==> src/hdl/eeprom_ctrl_pkg.sv <==
`default_nettype none
package eeprom_ctrl_pkg;
  typedef logic [7:0] byte_t;
  localparam byte_t OP_SET_LATCH = 8'h06;
  localparam byte_t OP_CLEAR_LATCH = 8'h04;
  localparam byte_t OP_STATUS_WRITE = 8'h01;
  localparam byte_t OP_STATUS_READ = 8'h05;
  localparam byte_t OP_PAGE_ERASE = 8'h42;
  localparam byte_t OP_SECTOR_ERASE = 8'hd8;
  localparam byte_t OP_CHIP_ERASE = 8'hc7;
  localparam byte_t OP_DEEP_SLEEP = 8'hb9;
  localparam byte_t OP_WAKE_SIG = 8'hab;
  localparam int BIT_HW_PROTECT = 7;
  localparam int BIT_BP_HIGH = 3;
  localparam int BIT_BP_LOW = 2;
  localparam int BIT_LATCH = 1;
  localparam int BIT_BUSY = 0;
  localparam logic [1:0] BP_RESET = 2'h0;
  localparam logic [5:0] OP_BITS = 6'h08;
  localparam logic [5:0] ADDR_END_BITS = 6'h18;
  localparam logic [5:0] DATA_END_BITS = 6'h10;
  localparam logic [15:0] QUARTER_BASE = 16'hc000;
  localparam logic [15:0] HALF_BASE = 16'h8000;
  localparam int CLK_HZ = 20000000;
  localparam int PAGE_ERASE_US = 5000;
  localparam int SECTOR_ERASE_US = 10000;
  localparam int CHIP_ERASE_US = 10000;
  localparam int STATUS_WRITE_US = 5000;
  localparam int WAKE_DELAY_US = 100;
  localparam int PAGE_ERASE_CYC = PAGE_ERASE_US * (CLK_HZ / 1000000);
  localparam int SECTOR_ERASE_CYC = SECTOR_ERASE_US * (CLK_HZ / 1000000);
  localparam int CHIP_ERASE_CYC = CHIP_ERASE_US * (CLK_HZ / 1000000);
  localparam int STATUS_WRITE_CYC = STATUS_WRITE_US * (CLK_HZ / 1000000);
  localparam int WAKE_DELAY_CYC = WAKE_DELAY_US * (CLK_HZ / 1000000);
  localparam byte_t SIGNATURE = 8'h5a;
endpackage
`default_nettype wire

==> src/hdl/serial_frame_if.sv <==
`default_nettype none
interface serial_frame_if;
  logic sel;
  logic rise;
  logic fall;
  logic start;
  logic stop;
  logic sdi;
  modport front (output sel, rise, fall, start, stop, sdi);
  modport core (input sel, rise, fall, start, stop, sdi);
endinterface
`default_nettype wire

==> src/hdl/serial_pin_sync.sv <==
`default_nettype none
// brings the host pins into the core clock and finds clock and select edges
module serial_pin_sync (
  input wire logic core_clk_i,
  input wire logic sys_rst_i,
  input wire logic sel_n_i,
  input wire logic sclk_i,
  input wire logic sdi_i,
  serial_frame_if.front frame
);
  logic [1:0] sel_n_q, sclk_q, sdi_q;
  logic sel_last_q, sclk_last_q;
  always_ff @(posedge core_clk_i) begin
    if (sys_rst_i) begin
      sel_n_q <= 2'h3;
      sclk_q <= 2'h0;
      sdi_q <= 2'h0;
      sel_last_q <= 1'b0;
      sclk_last_q <= 1'b0;
    end else begin
      sel_n_q <= {sel_n_q[0], sel_n_i};
      sclk_q <= {sclk_q[0], sclk_i};
      sdi_q <= {sdi_q[0], sdi_i};
      sel_last_q <= ~sel_n_q[1];
      sclk_last_q <= sclk_q[1];
    end
  end
  assign frame.sel = ~sel_n_q[1];
  assign frame.sdi = sdi_q[1];
  assign frame.rise = frame.sel & sclk_q[1] & ~sclk_last_q;
  assign frame.fall = frame.sel & ~sclk_q[1] & sclk_last_q;
  assign frame.start = frame.sel & ~sel_last_q;
  assign frame.stop = ~frame.sel & sel_last_q;
endmodule
`default_nettype wire

==> src/hdl/eeprom_protect_ctrl.sv <==
`default_nettype none
module eeprom_protect_ctrl #(
  parameter int PAGE_BITS = 7,
  parameter int PAGE_ERASE_CYCLES = eeprom_ctrl_pkg::PAGE_ERASE_CYC,
  parameter int SECTOR_ERASE_CYCLES = eeprom_ctrl_pkg::SECTOR_ERASE_CYC,
  parameter int CHIP_ERASE_CYCLES = eeprom_ctrl_pkg::CHIP_ERASE_CYC,
  parameter int STATUS_WRITE_CYCLES = eeprom_ctrl_pkg::STATUS_WRITE_CYC,
  parameter int WAKE_DELAY_CYCLES = eeprom_ctrl_pkg::WAKE_DELAY_CYC
) (
  input wire logic core_clk_i,
  input wire logic sys_rst_i,
  input wire logic sel_n_i,
  input wire logic sclk_i,
  input wire logic sdi_i,
  input wire logic wp_n_i,
  output logic sdo_o,
  output logic sdo_oe_o,
  output logic [15:0] erase_base_o,
  output logic [15:0] erase_last_o,
  output logic erase_active_o,
  output logic asleep_o,
  output eeprom_ctrl_pkg::byte_t device_status_o
);
  import eeprom_ctrl_pkg::*;

  if (PAGE_BITS < 1 || PAGE_BITS > 14) begin
    $error("page width unsupported");
  end
  if (WAKE_DELAY_CYCLES < 1 || CHIP_ERASE_CYCLES < 1 || PAGE_ERASE_CYCLES < 1) begin
    $error("delay too short");
  end

  typedef enum logic [1:0] {IDLE, BUSY, SLEEP, WAKING} mode_t;

  serial_frame_if frame ();
  serial_pin_sync u_sync (
    .core_clk_i(core_clk_i),
    .sys_rst_i(sys_rst_i),
    .sel_n_i(sel_n_i),
    .sclk_i(sclk_i),
    .sdi_i(sdi_i),
    .frame(frame)
  );

  function automatic logic addr_protected(input logic [1:0] bp, input logic [15:0] a);
    case (bp)
      2'h0: addr_protected = 1'b0;
      2'h1: addr_protected = a >= QUARTER_BASE;
      2'h2: addr_protected = a >= HALF_BASE;
      default: addr_protected = 1'b1;
    endcase
  endfunction

  mode_t mode_q;
  logic latch_q, hw_en_q;
  logic [1:0] bp_q, bp_new_q;
  logic hw_new_q, nv_pend_q;
  logic [5:0] cnt_q;
  byte_t op_q;
  logic [15:0] shift_q, addr_q;
  logic [31:0] timer_q;
  byte_t tx_q;
  logic [15:0] base_q, last_q;
  logic erase_q;
  logic [1:0] wp_sync_q;
  wire logic wp_n_i_s = wp_sync_q[1];

  // status image, bit 0 busy, bit 1 latch
  wire logic busy = (mode_q == BUSY);
  wire byte_t status_now = {hw_en_q, 3'h0, bp_q, latch_q, busy};
  wire byte_t rx_byte = {shift_q[6:0], frame.sdi};
  wire logic op_done = frame.rise && cnt_q == OP_BITS - 6'h1;
  wire logic awake = (mode_q != SLEEP);
  wire logic hw_prot = ~wp_n_i_s & hw_en_q;
  wire logic [15:0] full_addr = {shift_q[14:0], frame.sdi};
  wire logic [15:0] page_mask = 16'hffff << PAGE_BITS;
  wire logic at_op_end = frame.stop && cnt_q == OP_BITS;
  wire logic at_addr_end = frame.stop && cnt_q == ADDR_END_BITS;
  wire logic at_data_end = frame.stop && cnt_q == DATA_END_BITS;
  wire logic idle_ok = (mode_q == IDLE);
  wire logic do_set = idle_ok && at_op_end && op_q == OP_SET_LATCH;
  wire logic do_clear = idle_ok && at_op_end && op_q == OP_CLEAR_LATCH;
  wire logic do_page = idle_ok && latch_q && at_addr_end && op_q == OP_PAGE_ERASE
    && !addr_protected(bp_q, addr_q);
  wire logic do_sector = idle_ok && latch_q && at_addr_end && op_q == OP_SECTOR_ERASE
    && !addr_protected(bp_q, addr_q);
  wire logic do_chip = idle_ok && latch_q && at_op_end && op_q == OP_CHIP_ERASE
    && bp_q == 2'h0;
  wire logic do_sw = idle_ok && latch_q && at_data_end && op_q == OP_STATUS_WRITE
    && !hw_prot;
  wire logic do_sleep = idle_ok && at_op_end && op_q == OP_DEEP_SLEEP;
  wire logic do_wake = mode_q == SLEEP && frame.stop && cnt_q >= OP_BITS
    && op_q == OP_WAKE_SIG;

  always_ff @(posedge core_clk_i) begin
    if (sys_rst_i) wp_sync_q <= 2'h3;
    else wp_sync_q <= {wp_sync_q[0], wp_n_i};
  end

  // bit counter and shifter
  always_ff @(posedge core_clk_i) begin
    if (sys_rst_i || frame.start) begin
      cnt_q <= 6'h0;
      shift_q <= 16'h0;
      op_q <= 8'h0;
      addr_q <= 16'h0;
    end else if (frame.rise) begin
      shift_q <= full_addr;
      if (cnt_q != 6'h3f) cnt_q <= cnt_q + 6'h1;
      if (op_done) op_q <= rx_byte;
      if (cnt_q == ADDR_END_BITS - 6'h1) addr_q <= full_addr;
    end
  end

  // status and latch, nonvolatile bits written only at end of update
  always_ff @(posedge core_clk_i) begin
    if (sys_rst_i) begin
      latch_q <= 1'b0;
      hw_en_q <= 1'b0;
      bp_q <= BP_RESET;
      hw_new_q <= 1'b0;
      bp_new_q <= BP_RESET;
      nv_pend_q <= 1'b0;
    end else begin
      if (do_set) latch_q <= 1'b1;
      if (do_clear || do_page || do_sector || do_chip || do_sw) latch_q <= 1'b0;
      if (do_sw) begin
        hw_new_q <= shift_q[BIT_HW_PROTECT];
        bp_new_q <= shift_q[BIT_BP_HIGH:BIT_BP_LOW];
        nv_pend_q <= 1'b1;
      end
      if (busy && timer_q == 32'h1 && nv_pend_q) begin
        hw_en_q <= hw_new_q;
        bp_q <= bp_new_q;
        nv_pend_q <= 1'b0;
      end
    end
  end

  // mode and self-timed cycles
  always_ff @(posedge core_clk_i) begin
    if (sys_rst_i) begin
      mode_q <= IDLE;
      timer_q <= 32'h0;
      erase_q <= 1'b0;
      base_q <= 16'h0;
      last_q <= 16'h0;
    end else begin
      case (mode_q)
        IDLE: begin
          if (do_page) begin
            mode_q <= BUSY;
            timer_q <= 32'(PAGE_ERASE_CYCLES);
            erase_q <= 1'b1;
            base_q <= addr_q & page_mask;
            last_q <= addr_q | ~page_mask;
          end else if (do_sector) begin
            mode_q <= BUSY;
            timer_q <= 32'(SECTOR_ERASE_CYCLES);
            erase_q <= 1'b1;
            base_q <= {addr_q[15:14], 14'h0};
            last_q <= {addr_q[15:14], 14'h3fff};
          end else if (do_chip) begin
            mode_q <= BUSY;
            timer_q <= 32'(CHIP_ERASE_CYCLES);
            erase_q <= 1'b1;
            base_q <= 16'h0;
            last_q <= 16'hffff;
          end else if (do_sw) begin
            mode_q <= BUSY;
            timer_q <= 32'(STATUS_WRITE_CYCLES);
          end else if (do_sleep) begin
            mode_q <= SLEEP;
          end
        end
        BUSY: begin
          if (timer_q <= 32'h1) begin
            mode_q <= IDLE;
            erase_q <= 1'b0;
          end else begin
            timer_q <= timer_q - 32'h1;
          end
        end
        SLEEP: begin
          if (do_wake) begin
            mode_q <= WAKING;
            timer_q <= 32'(WAKE_DELAY_CYCLES);
          end
        end
        default: begin
          if (timer_q <= 32'h1) mode_q <= IDLE;
          else timer_q <= timer_q - 32'h1;
        end
      endcase
    end
  end

  // serial out: status repeats, signature after dummy address
  wire logic sr_phase = op_q == OP_STATUS_READ && awake && cnt_q >= OP_BITS;
  wire logic sig_phase = op_q == OP_WAKE_SIG && cnt_q >= ADDR_END_BITS;
  wire logic byte_edge = cnt_q[2:0] == 3'h0;
  always_ff @(posedge core_clk_i) begin
    if (sys_rst_i) begin
      tx_q <= 8'h0;
      sdo_o <= 1'b0;
      sdo_oe_o <= 1'b0;
    end else if (!frame.sel) begin
      sdo_oe_o <= 1'b0;
    end else if (frame.fall && (sr_phase || sig_phase)) begin
      sdo_oe_o <= 1'b1;
      if (byte_edge) begin
        sdo_o <= sr_phase ? status_now[7] : SIGNATURE[7];
        tx_q <= sr_phase ? {status_now[6:0], 1'b0} : {SIGNATURE[6:0], 1'b0};
      end else begin
        sdo_o <= tx_q[7];
        tx_q <= {tx_q[6:0], 1'b0};
      end
    end
  end

  always_ff @(posedge core_clk_i) begin
    if (sys_rst_i) begin
      erase_base_o <= 16'h0;
      erase_last_o <= 16'h0;
      erase_active_o <= 1'b0;
      asleep_o <= 1'b0;
      device_status_o <= 8'h0;
    end else begin
      erase_base_o <= base_q;
      erase_last_o <= last_q;
      erase_active_o <= erase_q;
      asleep_o <= (mode_q == SLEEP);
      device_status_o <= status_now;
    end
  end
endmodule
`default_nettype wire

==> config.mk <==
export PLATFORM = sky130hd
export DESIGN_NAME = eeprom_protect_ctrl
export DESIGN_NICKNAME = d
export VERILOG_FILES = /design/src/hdl/eeprom_ctrl_pkg.sv /design/src/hdl/serial_frame_if.sv /design/src/hdl/serial_pin_sync.sv /design/src/hdl/eeprom_protect_ctrl.sv
export SDC_FILE = /design/constraint.sdc
export NUM_CORES = 1
export LEC_CHECK = 0
export ABC_AREA = 1
export BUFFER_PORTS_ARGS = -buffer_cell sky130_fd_sc_hd__buf_2
export CAP_MARGIN = 5
export CORE_MARGIN = 1
export CORE_UTILIZATION = 49
export CTS_CLUSTER_SIZE = 10
export DETAILED_ROUTE_END_ITERATION = 8
export GPL_TIMING_DRIVEN = 0
export PLACE_DENSITY = 0.65
export SYNTH_ARGS = -nofsm -noshare
export SYNTH_HDL_FRONTEND = slang
export SYNTH_HIERARCHICAL = 1
export SYNTH_SLANG_ARGS = --single-unit
export TNS_END_PERCENT = 50
==> constraint.sdc <==
create_clock -name core_clk_i -period 2 [get_ports core_clk_i]
set_input_delay 0.5 -clock core_clk_i [delete_from_list [all_inputs] [get_ports core_clk_i]]
set_output_delay 0.5 -clock core_clk_i [all_outputs]
set_load 0.005 [all_outputs]
Word-level counts from Yosys, hierarchy flattened
Cells that the tools add are included.
- $add $sub $neg: 2
- order comparisons: 5
- eq/ne operators: 27
- multiplexer cells: 31
- bitwise operators: 12
- reduce and logical (&&, ||, !) cells: 54
- operators by type and width (kind ; count):
    32-bit two-way mux ; 6
    16-bit two-way mux ; 6
    32-bit one-hot mux with 2 select lines ; 1
    32-bit by 1-bit equality test with 1-bit output (second input constant) ; 1
    8-bit equality test (second input constant) ; 4
    16-bit >= comparator (second input constant) ; 2
    32-bit by 1-bit less-or-equal comparator with 1-bit output (second input constant) ; 1
    32-bit by 1-bit subtractor with 32-bit output (second input constant) ; 1
    1-bit logical AND ; 29
    8-bit by 3-bit equality test with 1-bit output (second input constant) ; 3
    6-bit by 5-bit equality test with 1-bit output (second input constant) ; 3
    8-bit two-way mux ; 2
    2-bit two-way mux ; 7
    2-bit AND reduction ; 5
    3-bit AND reduction ; 3
    8-bit by 1-bit equality test with 1-bit output (second input constant) ; 1
    8-bit by 7-bit equality test with 1-bit output (second input constant) ; 1
    1-bit bitwise AND ; 7
    6-bit by 1-bit adder with 6-bit output (second input constant) ; 1
    6-bit by 3-bit equality test with 1-bit output (second input constant) ; 1
    6-bit by 4-bit equality test with 1-bit output (second input constant) ; 1
    6-bit by 4-bit >= comparator with 1-bit output (second input constant) ; 1
    6-bit by 5-bit >= comparator with 1-bit output (second input constant) ; 1
    1-bit logical OR ; 6
    other kinds (20) ; 37
- register bits after elaboration: 182
- bits of input ports: 6
- output and inout bits: 44
- word-level logic and storage cells: 161

Logic depth before layout (Yosys ltp)
- depth after elaboration: 10
- gate-level depth with buffers: 13

Modules after synthesis
The synthesis kept the hierarchy.
- by module, submodules not included (module ; instances ; cells an instance ; area each (um^2) ; seq. area each (um^2)):
    eeprom_protect_ctrl ; 1 ; 940 ; 6526.3 ; 2742.6
    serial_pin_sync ; 1 ; 29 ; 244.0 ; 160.2

Worst setup path before layout
No wires, ideal clock.
- path type: register -> register
- start point: register cnt_q[0]
- end point: register timer_q[16]
- library setup time: 0.114 ns
- data arrival time: 1.728 ns
- required time: 1.886 ns
- slack: 0.158 ns
- stages on the path, launching flop included: 12
- period minus slack after synthesis: 1.842 ns
- path through: dfxtp_1 inv_1 ha_1 nand2_1 buf_2 nor3_1 nand3_1 nand4_4 nand3_4 buf_4 a21oi_1 nor2_1
- cells in the longest elaborated chain, start to end: 9
- ends and longest elaborated chain (what ; RTL line ; source):
    start, declared ; eeprom_protect_ctrl.sv:58 ; logic [5:0] cnt_q;
    start signal, assigned ; eeprom_protect_ctrl.sv:109 ; if (cnt_q != 6'h3f) cnt_q <= cnt_q + 6'h1;
    6-bit by 4-bit equality test with 1-bit output ; eeprom_protect_ctrl.sv:77 ; wire logic at_op_end = frame.stop && cnt_q == OP_BITS;
    1-bit logical AND ; eeprom_protect_ctrl.sv:77 ;
    1-bit logical AND (2 in a row) ; eeprom_protect_ctrl.sv:87 ; wire logic do_chip = idle_ok && latch_q && at_op_end && op_q == OP_CHIP_ERASE
    1-bit logical AND ; eeprom_protect_ctrl.sv:88 ; && bp_q == 2'h0;
    32-bit two-way mux ; eeprom_protect_ctrl.sv:163 ; end else if (do_chip) begin
    32-bit two-way mux ; eeprom_protect_ctrl.sv:157 ; end else if (do_sector) begin
    32-bit two-way mux ; eeprom_protect_ctrl.sv:151 ; if (do_page) begin
    32-bit one-hot mux with 2 select lines ; eeprom_protect_ctrl.sv:149 ; case (mode_q)
    end signal, assigned ; eeprom_protect_ctrl.sv:153 ; timer_q <= 32'(PAGE_ERASE_CYCLES);
    end signal, assigned ; eeprom_protect_ctrl.sv:159 ; timer_q <= 32'(SECTOR_ERASE_CYCLES);
    end signal, assigned ; eeprom_protect_ctrl.sv:165 ; timer_q <= 32'(CHIP_ERASE_CYCLES);
    end, declared ; eeprom_protect_ctrl.sv:61 ; logic [31:0] timer_q;
Parallel ways exist; a longest one is shown, timed or not.
A chain may end at the register's enable or synchronous reset.

Worst setup path after layout
- start point: register op_q[3]
- end point: register timer_q[21]
- cells in the longest elaborated chain, start to end: 7
- ends and longest elaborated chain (what ; RTL line ; source):
    start, declared ; eeprom_protect_ctrl.sv:59 ; byte_t op_q;
    start signal, assigned ; eeprom_protect_ctrl.sv:110 ; if (op_done) op_q <= rx_byte;
    8-bit equality test ; eeprom_protect_ctrl.sv:87 ;
    1-bit logical AND ; eeprom_protect_ctrl.sv:87 ;
    1-bit logical AND ; eeprom_protect_ctrl.sv:88 ;
    32-bit two-way mux ; eeprom_protect_ctrl.sv:163 ;
    32-bit two-way mux ; eeprom_protect_ctrl.sv:157 ;
    32-bit two-way mux ; eeprom_protect_ctrl.sv:151 ;
    32-bit one-hot mux with 2 select lines ; eeprom_protect_ctrl.sv:149 ;
Parallel ways exist; a longest one is shown, timed or not.

==> summary.md <==
| Metric | Value |
|---|---|
| Detailed placement HPWL | 12300 um |
| Die Wd | 120 um |
| Worst vdd ir | 0.759 mV |
| Hold Crit Start | sel_n_i |
| Lkg Pwr | 3.78 nW |
| Element type at the critical path end | register |
| Max frequency | 0.503 GHz |
| Clock buffer depth | 2 |
| Core Footprint | 13300 um2 |
| Part of the cycle the worst path needs | 0.995 |
| Area contributors post-synth | dfxtp_1 43%, nand2_1 10%, nor2_1 9.0% |
| DRC Markers | 0 |
| Worst path bufs/invs | 2 |
| Type of the worst setup path | reg -> reg |
| Sequential-to-total area share from yosys stat | 0.429 |
| Reported max-cap violation count | 0 |
| Kind of cell with the highest combined delay on the critical path | simple AND/OR/NAND/NOR gates |
| First-pass GRT wire length | 28000 um |
| Clock transition time at the flip-flop clock pins of the worst setup and hold paths | 60 ps |
| Warnings from Yosys | 6 |
| Count of buffers from port buffering | 39 |
| Max-slew violation total from the final report | 0 |
| Total vias in the final route | 6342 |
| Global-route usage over all layers | 0.251 |
| Clock buffers created by TritonCTS | 17 |
| Area fraction of the dominant cell type after synthesis | 0.429 |
| Initial core utilization | 0.507 |
| Post-detailed-route wirelength per cell | 14.2 um |
| Routability congestion estimate | 0.954 |
| Power Dens Cells | 1360 nW/um2 |
| Result of the run | completed |
| Arrival @ worst endpoint | 2320 ps |
| Average instance area after synthesis | 6.99 um2 |
| Yosys cell types | 42 |
| Sum of overflow across all layers after global routing | 0 |
| Clock H-tree levels | 4 |
| FF-to-FF End | timer_q[21] |
| Final wirelength | 17700 um |
| Via count of the first global-routing pass | 5661 |
| Hold WC Path Type | in -> reg |
| Fraction of layout cells with a size suffix above 1 | 0.198 |
| Beginning of the worst register-to-register path | op_q[3] |
| Number of enable flip-flop cells after synthesis | 0 |
| Per-cell via count in the routed design | 5.08 |
| Initial antenna violation count | 0 |
| Ranking of synthesized cells by instance count | 181 x nand2_1, 163 x nor2_1, 145 x dfxtp_1 |
| Number of hold buffers added after cts | 0 |
| Final setup violation count | 0 |
| Data required time of the worst path | 2330 ps |
| Cells along the critical path | nand2_1 > inv_1 > nand4_1 > o21ai_4 > nand3_4 > clkbuf_16 > o21bai_1 > nor2_1 |
| Number of search-and-repair iterations in the first detailed-routing pass | 8 |
| Count of filler cells inserted in the layout | 1289 |
| Synthesized flop and latch total | 145 |
| Area Growth Syn to Fin | 22.1% |
| Hold violation total from the final report | 0 |
| Final layout net count | 1070 |
| TritonCTS clock tree | built |
| Most frequent cell after synthesis | nand2_1 |
| Util after Layout | 0.619 |
| Headroom to the max-slew limit | 0.529 |
| Setup slack, reg-to-reg | 10 ps |
| TritonCTS Sinks | 145 |
| Area of the mapped netlist | 6770 um2 |
| ANT nets after route | 0 |
| Number of design-rule violations left by the first detailed-router iteration | 469 |
| Largest net degree at the start of global routing | 17 |
| Yosys top cell by area | dfxtp_1 |
| Final critical-path required period | 1990 ps |
| RSZ-0062 raised after global routing | true |
| Critical path's slowest cell | o21ai_4 |
| Total Negative Setup Slacks | 0 ps |
| Number of antenna diodes | 0 |
| Startpoint class of the critical path | register |
| Number of cells on the worst hold path | 2 |
| Endpoint, Worst Hold | u_sync/sel_n_q[0] |
| Most used DFF post-synth | dfxtp_1 |
| Chip height | 120 um |
| Least-Margin Pin Slew | 706 ps |
| Site row count | 42 |
| Gate Count Post-Synth | 969 |
| Die footprint | 14300 um2 |
| I/O pins | 50 |
| Clock skew | 6.41 ps |
| Reg2reg path depth | 8 |
| Clock tree root driver cell | clkbuf_16 |
| Clock network latency to the later pin of the worst-skew pair | 430 ps |
| Largest stage delay on the critical path | 410 ps |
| Critical path fanouts, max | 8 |
| FFs w/ async S/R, synth | 0 |
[worst max path at each step]
stage / startpoint / endpoint / cells past startpoint
after floorplan: cnt_q[0] / timer_q[16] / 11
after global placement: sys_rst_i / device_status_o[3] / 5
after detailed placement: sys_rst_i / device_status_o[3] / 5
after CTS: cnt_q[1] / timer_q[24] / 11
after global routing: u_sync/sel_n_q[1] / timer_q[5] / 13
final: op_q[3] / timer_q[21] / 8
[per-layer routing]
| metal | vias up | GRT usage | routed length [um] |
|---|---|---|---|
| li1 | 3254 | - | - |
| met5 | - | 0 | 0 |
| met4 | 0 | 0.104 | 435 |
| met1 | 2895 | 0.312 | 7850 |
| met3 | 37 | 0.0599 | 835 |
| met2 | 156 | 0.415 | 8560 |
[where the power goes]
| part | internal [W] | switching (W) | total [W] |
|---|---|---|---|
| combinational | 0.00168 | 0.00298 | 0.00466 |
| clock | 0.00183 | 0.00139 | 0.00322 |
| sequential | 0.00315 | 0.000258 | 0.00341 |
| total | 0.00666 | 0.00462 | 0.0113 |
[final cells by class]
class / count / area [um2] / share of cell area
well taps: 176 / 220 / 0.0266
clock buffers: 19 / 453 / 0.0548
flip-flops and latches: 145 / 2920 / 0.353
repair inverters: 1 / 7.51 / 0.000908
clock inverters: 13 / 141 / 0.0171
multi-input cells: 645 / 3300 / 0.399
plain buffers: 47 / 315 / 0.0381
inverters: 142 / 536 / 0.0648
repair buffers: 61 / 378 / 0.0457
[flip-flops by register name, indices dropped and copies added, names as in the netlist, 2 cells and up]
signal / flops
device_status_o: 5
bp_q: 2
wp_sync_q: 2
cnt_q: 6
base_q: 9
addr_q: 9
tx_q: 7
erase_base_o: 9
last_q: 10
u_sync/sel_n_q: 2
op_q: 8
mode_q: 2
shift_q: 15
bp_new_q: 2
timer_q: 32
erase_last_o: 10
u_sync/sclk_q: 2
u_sync/sdi_q: 2
[cell families (layout without fill, tap and decap cells)]
logic type | count (synthesis) | after routing | share of synthesized area
and+or+nand+nor | 465 | 466 | 0.302
buffers and inverters | 189 | 283 | 0.120
AOI/OAI and AO/OA | 153 | 153 | 0.126
DFF | 145 | 145 | 0.429
xor gates and xnor gates | 12 | 12 | 0.0155
adders and majority gates | 4 | 4 | 0.00739
other | 1 | 10 | 0.000554
[repair_timing]
item / 4_1_cts / 5_1_grt
buffers inserted: 4 / 17
gates resized for setup: 18 / 76
cloned: 1 / 2
endpoints found under the setup margin: 55 / 81
pin swaps: 3 / 21
[metrics by stage]
| stage | instance area, um2 | cells | worst slack, ps | total power, W | hold slack [ps] |
|---|---|---|---|---|---|
| detailed placement | 7220 | 1193 | -389 | 0.00725 | 395 |
| global placement | 7220 | 1193 | -412 | 0.00722 | 386 |
| finish | 8270 | 1249 | 10.8 | 0.0113 | 243 |
| CTS | 7910 | 1230 | -37.6 | 0.0106 | 237 |
| global route | 8270 | 1249 | -82.5 | 0.0120 | 239 |
| floorplan | 6800 | 978 | 158 | 0.00635 | 383 |
[cell usage in the layout, fill, tap and decap left out, drive strengths merged]
master and count:
a21boi 1, a22oi 1, xor2 12, or2 6, ha 4, nand4 31
buf 90, nand3b 1, nor2 172, o211a 2, nor3 20, nor4 1
dfxtp 145, a211oi 2, a32o 2, clkbuf 37, o21ai 62, o2111a 1
inv 150, conb 10, o22a 7, nand3 49, nand2 184, a21oi 69
bufinv 1, and3 1, clkinv 2, and2 1, o21bai 6, clkinvlp 3
Note: power is estimated with default switching activity, not from simulation.
